File: src/design/cis_defs.vh
`ifndef CIS_DEFS_VH
`define CIS_DEFS_VH
// register offsets on the byte-wide register port
`define CIS_ADDR_W          8
`define CIS_OFF_IDENT       8'h00
`define CIS_OFF_REF_FLAGS   8'h02
`define CIS_OFF_PLL_FLAGS   8'h03
`define CIS_OFF_REF_EN      8'h04
`define CIS_OFF_PLL_EN      8'h05
`define CIS_OFF_REV_EXT     8'hC6
// field positions
`define CIS_ID_LSB          0
`define CIS_ID_MSB          4
`define CIS_REV_LSB         5
`define CIS_REV_MSB         6
`define CIS_READY_BIT       7
`define CIS_BIT_A           0
`define CIS_BIT_B           1
// event bit order inside the synchroniser word
`define CIS_EVT_REF_A       0
`define CIS_EVT_REF_B       1
`define CIS_EVT_HOLD        2
`define CIS_EVT_UNLOCK      3
// reset values
`define CIS_EN_RST          2'h0
`define CIS_FLAG_RST        2'h0
`define CIS_REV_EXT_RST     8'h03
`define CIS_SYNC_RST        4'h0
`define CIS_RDATA_RST       8'h00
`define CIS_RSV_ZERO        6'h00
// timing: ready deadline 50 ms, host polls no earlier than 40 ms
`define CIS_CLK_MHZ         200
`define CIS_READY_MAX_MS    50
`define CIS_POLL_MIN_MS     40
// 40 ms of 200 MHz clocks, inside the 50 ms limit
`define CIS_READY_CYCLES    24'h7A1200
`endif

File: src/design/cis_ready_timer.v
`timescale 1ns/100ps
`include "cis_defs.vh"
// counts from reset release and raises ready once done
module cis_ready_timer #(
  parameter             CNT_W  = 24,
  // default matches the top level: 40 ms at 200 MHz
  parameter [CNT_W-1:0] CYCLES = `CIS_READY_CYCLES
) (
  // clock and reset
  input  wire       mclk,
  input  wire       srst,
  input  wire       ce,
  // status
  output reg        ready
);
  reg  [CNT_W-1:0]  count;

  // saturating count; ready stays high until the next reset
  always @(posedge mclk) begin
    if (srst) begin
      count <= {CNT_W{1'h0}};
      ready <= 1'h0;
    end else if (ce && !ready) begin
      if (count >= CYCLES - 1'h1)
        ready <= 1'h1;
      else
        count <= count + 1'h1;
    end
  end
endmodule // cis_ready_timer

File: src/design/cis_ident_irq.v
`timescale 1ns/100ps
`include "cis_defs.vh"
// Notes on behaviour
// RULE1 - identity holds part code and revision
// RULE2 - ready bit rises within 50 ms
// RULE3 - host waits 40 ms, programs after ready
// RULE4 - input a failure sets flag when enabled
// RULE5 - input b failure sets flag when enabled
// RULE6 - holdover sets pll flag when enabled
// RULE7 - loss of lock sets flag when enabled
// RULE8 - reference enables at bits 0 and 1
// RULE9 - pll enables at bits 0 and 1
// RULE10 - flags sticky until cleared, irq follows
module cis_ident_irq #(
  parameter [4:0] PART_ID      = 5'h0A, // arbitrary value
  parameter [1:0] REVISION     = 2'h0,
  // ready counter width; 24 bits hold more than 50 ms of clocks
  parameter       CNT_W        = 24,
  // ready delay; default 40 ms at 200 MHz, inside the 50 ms limit
  parameter       READY_CYCLES = `CIS_READY_CYCLES
) (
  // clock, reset, clock enable
  input  wire       mclk,
  input  wire       srst,
  input  wire       ce,
  // register port (same clock domain)
  input  wire [7:0] reg_addr,
  input  wire       reg_wr,
  input  wire       reg_rd,
  input  wire [7:0] reg_wdata,
  output reg  [7:0] reg_rdata,
  // event inputs from monitors, asynchronous to mclk
  input  wire       ref_a_fail,
  input  wire       ref_b_fail,
  input  wire       pll_holdover,
  input  wire       pll_unlock,
  // interrupt request
  output wire       irq
);
  // ****************************************************
  // helper functions
  // ****************************************************
  // address match, shared by the write strobes and the read mux
  function addr_hit;
    input [`CIS_ADDR_W-1:0] addr;
    input [`CIS_ADDR_W-1:0] offset;
    begin
      addr_hit = (addr == offset);
    end
  endfunction

  // sticky flag update; the set term is or-ed last so an event
  // landing in the clearing cycle is never lost
  function [1:0] flag_update;
    input [1:0] flags;
    input [1:0] clear;
    input [1:0] events;
    input [1:0] enables;
    begin
      flag_update = (flags & ~clear) | (events & enables);
    end
  endfunction

  // ****************************************************
  // event synchronisers
  // ****************************************************
  reg  [3:0] sync1;
  reg  [3:0] sync2;
  reg  [3:0] evt_prev;
  wire [3:0] evt_rise;
  wire [1:0] ref_rise;
  wire [1:0] pll_rise;

  // two flops per event; rising edge taken from the second stage only
  // a pin already high at reset release counts as one event
  always @(posedge mclk) begin
    if (srst) begin
      sync1    <= `CIS_SYNC_RST;
      sync2    <= `CIS_SYNC_RST;
      evt_prev <= `CIS_SYNC_RST;
    end else if (ce) begin
      sync1    <= {pll_unlock, pll_holdover, ref_b_fail, ref_a_fail};
      sync2    <= sync1;
      evt_prev <= sync2;
    end
  end
  assign evt_rise = sync2 & ~evt_prev;
  // split by register: {b, a} and {unlock, holdover}
  assign ref_rise = evt_rise[`CIS_EVT_REF_B:`CIS_EVT_REF_A];
  assign pll_rise = evt_rise[`CIS_EVT_UNLOCK:`CIS_EVT_HOLD];

  // ****************************************************
  // ready timer
  // ****************************************************
  wire ready;

  // RULE2 ready after delay
  // ce low stretches the delay; the count restarts on every reset
  cis_ready_timer #(
    .CNT_W  (CNT_W),
    .CYCLES (READY_CYCLES)
  ) u_ready (
    .mclk  (mclk),
    .srst  (srst),
    .ce    (ce),
    .ready (ready)
  );

  // ****************************************************
  // enables and sticky flags
  // ****************************************************
  // storage; bits 7:2 of the enable and flag registers are not kept and read as zero
  reg  [1:0] input_failure_enable;  // {b, a}
  reg  [1:0] loop_enable;           // {unlock, holdover}
  reg  [1:0] input_failure_flags;   // {b, a}
  reg  [1:0] loop_flags;            // {unlock, holdover}
  reg  [7:0] rev_ext;
  wire       wr_ref_flags;
  wire       wr_pll_flags;
  wire       wr_ref_en;
  wire       wr_pll_en;
  wire       wr_rev_ext;
  wire [1:0] clr_ref_flags;
  wire [1:0] clr_pll_flags;
  wire [1:0] next_ref_flags;
  wire [1:0] next_pll_flags;

  // write strobes; identity and unmapped offsets match none, so are ignored
  assign wr_ref_flags = reg_wr && addr_hit(reg_addr, `CIS_OFF_REF_FLAGS);
  assign wr_pll_flags = reg_wr && addr_hit(reg_addr, `CIS_OFF_PLL_FLAGS);
  assign wr_ref_en    = reg_wr && addr_hit(reg_addr, `CIS_OFF_REF_EN);
  assign wr_pll_en    = reg_wr && addr_hit(reg_addr, `CIS_OFF_PLL_EN);
  assign wr_rev_ext   = reg_wr && addr_hit(reg_addr, `CIS_OFF_REV_EXT);

  // RULE10 write-one-to-clear masks
  assign clr_ref_flags = {2{wr_ref_flags}} & reg_wdata[`CIS_BIT_B:`CIS_BIT_A];
  assign clr_pll_flags = {2{wr_pll_flags}} & reg_wdata[`CIS_BIT_B:`CIS_BIT_A];

  // RULE4 RULE5 RULE8 masked reference set
  assign next_ref_flags = flag_update(input_failure_flags, clr_ref_flags,
                                      ref_rise, input_failure_enable);
  // RULE6 RULE7 RULE9 masked pll set
  assign next_pll_flags = flag_update(loop_flags, clr_pll_flags,
                                      pll_rise, loop_enable);

  // RULE8 RULE9 enable registers
  // an event that arrives while its enable is low is lost, not queued
  always @(posedge mclk) begin
    if (srst) begin
      input_failure_enable <= `CIS_EN_RST;
      loop_enable          <= `CIS_EN_RST;
    end else if (ce) begin
      if (wr_ref_en)
        input_failure_enable <= reg_wdata[`CIS_BIT_B:`CIS_BIT_A];
      else if (wr_pll_en)
        loop_enable <= reg_wdata[`CIS_BIT_B:`CIS_BIT_A];
    end
  end

  // RULE10 sticky flags
  // a failure held high sets its flag once; only a new rising edge sets it again
  always @(posedge mclk) begin
    if (srst) begin
      input_failure_flags <= `CIS_FLAG_RST;
      loop_flags          <= `CIS_FLAG_RST;
    end else if (ce) begin
      input_failure_flags <= next_ref_flags;
      loop_flags          <= next_pll_flags;
    end
  end

  // revision extension; host-writable, back to its default on reset
  always @(posedge mclk) begin
    if (srst) begin
      rev_ext <= `CIS_REV_EXT_RST;
    end else if (ce && wr_rev_ext) begin
      rev_ext <= reg_wdata;
    end
  end

  // ****************************************************
  // interrupt request
  // ****************************************************
  wire [1:0] ref_pending;
  wire [1:0] pll_pending;

  // RULE10 irq while any enabled flag set
  // combinational from the flag registers, so it falls one cycle after the clearing write; the enable
  // is applied again so masking a set flag also quiets the line
  assign ref_pending = input_failure_flags & input_failure_enable;
  assign pll_pending = loop_flags & loop_enable;
  assign irq         = |{ref_pending, pll_pending};

  // ****************************************************
  // read path
  // ****************************************************
  reg  [7:0] next_rdata;

  // read mux; reserved bits and unmapped offsets read as zero
  always @* begin
    next_rdata = `CIS_RDATA_RST;
    // RULE1 identity and revision
    if (addr_hit(reg_addr, `CIS_OFF_IDENT))
      next_rdata = {ready, REVISION, PART_ID};
    else if (addr_hit(reg_addr, `CIS_OFF_REF_FLAGS))
      next_rdata = {`CIS_RSV_ZERO, input_failure_flags};
    else if (addr_hit(reg_addr, `CIS_OFF_PLL_FLAGS))
      next_rdata = {`CIS_RSV_ZERO, loop_flags};
    else if (addr_hit(reg_addr, `CIS_OFF_REF_EN))
      next_rdata = {`CIS_RSV_ZERO, input_failure_enable};
    else if (addr_hit(reg_addr, `CIS_OFF_PLL_EN))
      next_rdata = {`CIS_RSV_ZERO, loop_enable};
    else if (addr_hit(reg_addr, `CIS_OFF_REV_EXT))
      next_rdata = rev_ext;
  end

  // registered read data, one cycle after reg_rd; holds until the next read
  // so a slow host may pick it up late
  always @(posedge mclk) begin
    if (srst) begin
      reg_rdata <= `CIS_RDATA_RST;
    end else if (ce && reg_rd) begin
      reg_rdata <= next_rdata;
    end
  end
endmodule // cis_ident_irq

File: config.mk
export PLATFORM = sky130hd
export DESIGN_NAME = cis_ident_irq
export DESIGN_NICKNAME = d
export VERILOG_FILES = /design/src/design/cis_ready_timer.v /design/src/design/cis_ident_irq.v
export VERILOG_INCLUDE_DIRS = /design/src /design/src/design
export SDC_FILE = /design/constraint.sdc
export NUM_CORES = 1
export LEC_CHECK = 0
export ABC_CLOCK_PERIOD_IN_PS = 3780
export BUFFER_PORTS_ARGS = -buffer_cell sky130_fd_sc_hd__buf_2
export CAP_MARGIN = 5
export CORE_UTILIZATION = 26
export CTS_CLUSTER_DIAMETER = 40
export DETAILED_ROUTE_END_ITERATION = 10
export GPL_ROUTABILITY_DRIVEN = 0
export GPL_TIMING_DRIVEN = 0
export MAX_ROUTING_LAYER = met4
export PLACE_DENSITY_LB_ADDON = 0.2
export SETUP_SLACK_MARGIN = 0.5
export SYNTH_ARGS = -nofsm -noshare
export SYNTH_HDL_FRONTEND = slang
export SYNTH_HIERARCHICAL = 1
export SYNTH_SLANG_ARGS = --single-unit
export TNS_END_PERCENT = 100
File: constraint.sdc
create_clock -name mclk -period 3.78 [get_ports mclk]
set_input_delay 0 -clock mclk [delete_from_list [all_inputs] [get_ports mclk]]
set_output_delay 0 -clock mclk [all_outputs]
set_load 0.05 [all_outputs]
==> metrics.md <==
| Metric | Value |
|---|---|
| CTS Hold Bufs | 13 |
| Yosys top cell area share | 0.416 |
| Fin crit period | 2.12 ns |
| Row count | 38 |
| RSZ-0062 raised after global routing | no |
| CP Class | register to register |
| Final nets | between 400 and 500 |
| Slew headroom | 0.479 |
| Slew at the pin closest to its max-slew limit | 0.776 ns |
| Max Cap Viol | 0 |
| Post-synth EDFFs | 0 |
| First-pass GRT wire length | 12.7 mm |
| Fmax achieved | 472 MHz |
| Setup TNS | 0 ns |
| Initial antenna violation count | 0 |
| Grt met2 use | 0.242 |
| Setup bufs post-CTS | 0 |
| Period Utilization, post-route | 0.561 |
| Synthesis-to-layout area growth | 26.0% |
| Syn_area_per_cell | between 8 and 9 µm² |
| Share of cells above drive strength 1 | 0.154 |
| Critical Path End Type | register |
| DRT antenna net count | 0 |
| Most frequently used flop master after synthesis | dfxtp_1 |
| Nature of the critical path startpoint | register |
| Reg clk slew, reported paths | 0.06 ns |
| CTS Buf Count | 9 |
| Final Max Slew Viols | 0 |
| Clock skew | between 0.007 and 0.008 ns |
| Grt ovf | 0 |
| Met1 Use GR | 0.167 |
| Area occupied by registers | 0.00122 mm² |
| Total power | 1.58 mW |
| Hold/Removal Path Class | primary input to register |
| Synth top cells by count | dfxtp_1 (61), nor2_1 (40), a21oi_1 (29), mux2i_1 (22), nand2_1 (20) |
| Worst hold path endpoint | u_ready/count[8] |
| CTS root buf | clkbuf_16 |
| Antenna cell count | 0 |
| Synth area leader | dfxtp_1 |
| Final hold vios | 0 |
| Fraction of registers with async set or reset after synthesis | 0 |
| Initial DRC count | between 90 and 100 |
| Crit Reg-Reg Startpoint | u_ready/count[2] |
| Die Span Y | about 110 µm |
| Clock Tree Buf Depth | 2 |
| Hold depth | 3 |
| Sequential cell area fraction in the yosys report | 0.416 |
| Die Footprint | roughly 0.012 mm² |
| Most common cell in the netlist | dfxtp_1 |
| Routed vias/inst | between 5 and 6 |
| # DRC | 0 |
| DR WL/cell | about 15 µm |
| Leak Pwr | roughly 1.3 nW |
| Synth cell types | 49 |
| H-tree depth | 3 |
| R2r endpoint | u_ready/count[20] |
| Drt total wl | between 7 and 8 mm |
| Syn Inst Count | 335 |
| Worst hold slack | 0.0396 ns |
| DR vias | 2765 |
| Drt first pass iters | 4 |
| Sink Count | 61 |
| Post-CTS sizing | 0 |
| YS warnings | 6 |
| Status | complete, no violations |
| WP data arrival | 2.37 ns |
| CP required | a little over 4 ns |
| GR peak layer | met2 |
| Post-Syn Area | between 0.002 and 0.003 mm² |
| Worst R2R Path Depth | 5 |
| Largest net degree at the start of global routing | 13 |
| Port bufs | 32 |
| Initial core utilization | 0.268 |
| Largest cells by area after synthesis | dfxtp_1 (42%), mux2i_1 (7.5%), nor2_1 (5.1%), a21oi_1 (4.9%), or4_1 (2.8%) |
| P per Cell Area | 426 mW/mm² |
| Final setup fails | 0 |
| Min-delay src | srst |
| Vias in the first global route | 2628 |
| # fillers | roughly 1200 |
| Reg2reg setup slack | 1.66 ns |
| Core ar. | 0.0109 mm² |
| Max FO, Critical Path | 8 |
| Chip width | 108 µm |
| Clk_lat worst skew | roughly 0.32 ns |
| Synthesized flop and latch total | 61 |
| Worst VDD drop | 0.000205 V |
| Post-DP HPWL | 5.54 mm |
| CTS tree | yes |
| Met3 Usage GRT | 0.0404 |
| GRT Total Usage | 0.145 |
| Post-synthesis net count | 361 |
| Multi-input logic area | 0.00160 mm² |
| Top-Level Pins | 34 |
## through the flow
step,std cells,area [µm²],util,worst slack [ns]
2_1_floorplan,335,2940,-,1.95
3_3_place_gp,507,3270,0.299,1.73
3_5_place_dp,507,3270,0.299,1.72
4_1_cts,536,3700,0.338,1.71
5_1_grt,536,3700,0.338,1.57
6_report,536,3700,0.338,1.66
## per-layer routing
metal | up-vias | wire (µm) | share of wire
met3 | 10 | 350 | 0.045
met1 | 1314 | 3530 | 0.45
met2 | 76 | 3890 | 0.50
li1 | 1365 | - | -
met4 | 0 | 89 | 0.011
met5 | - | 0 | 0
## sequential cells by signal, indices dropped and copies added (netlist names)
| register | count |
|---|---|
| u_ready/count | 24 |
| reg_rdata | 8 |
| rev_ext | 8 |
| evt_prev | 4 |
| sync1 | 4 |
| sync2 | 4 |
| input_failure_enable | 2 |
| input_failure_flags | 2 |
| loop_enable | 2 |
| loop_flags | 2 |
| u_ready/ready | 1 |
## kinds of logic (layout without fill, tap and decap cells)
logic type,Yosys count,after routing,share of synthesized area
compound gates,77,77,0.170
flops,61,61,0.416
buf+inv,27,88,0.0405
mux,26,26,0.0904
simple gates,143,143,0.279
fa+ha+maj,1,1,0.00426
## critical path, stage by stage, from the launching register on
cell     delay, ns
dfxtp_1       0.47
nand4_4       0.20
nor3_2        0.50
nand4_1       0.22
or4_1         0.51
a21oi_1       0.15
## report_power, final
| group | internal (mW) | leakage (nW) | switching (mW) |
|---|---|---|---|
| clock | 0.513 | 0.146 | 0.316 |
| sequential | 0.650 | 0.493 | 0.00506 |
| combinational | 0.0382 | 0.693 | 0.0542 |
## worst max-delay path by stage
stage,from,end,slack (ns),cells past startpoint
after floorplan,u_ready/count[23],u_ready/count[11],1.95,6
after global placement,u_ready/count[2],u_ready/count[22],1.73,5
after detailed placement,u_ready/count[13],u_ready/count[11],1.72,6
after CTS,u_ready/count[2],u_ready/count[22],1.71,5
after global routing,ce,rev_ext[1],1.57,7
final,u_ready/count[2],u_ready/count[20],1.66,5
## final cells by class
type | instances | area share
Timing Repair Buffer | 45 | 0.0785
Clock inverter | 7 | 0.0200
Multi-Input combinational cell | 247 | 0.431
Inverter | 7 | 0.00710
Buffer | 20 | 0.0250
Sequential cell | 61 | 0.330
Tap cell | 140 | 0.0473
Clock buffer | 9 | 0.0609
## cell usage in the layout, fill, tap and decap left out, drive strengths merged, types with 2 or more instances in the layout
cell         Yosys  routed
o32ai            2       2
o21ai           13      13
a31oi            2       2
mux2i           22      22
mux2             4       4
nand4b           7       7
o31ai            8       8
clkbuf          14      23
or3              9       9
nand2           20      20
dlygate4sd3      0      13
a211o            2       2
and3             3       3
nand3b           2       2
nor4             7       7
o211ai           2       2
nand2b           3       3
nand3            7       7
o31a             2       2
clkinv           0       3
buf              6      38
nor3             9       9
a21oi           29      29
dfxtp           61      61
or4             11      11
nor2b            9       9
a22oi            8       8
nor2            40      40
inv              7       9
nor3b            2       2
o21ba            2       2
nand4           11      11
Power figures use the tool's default switching activity.
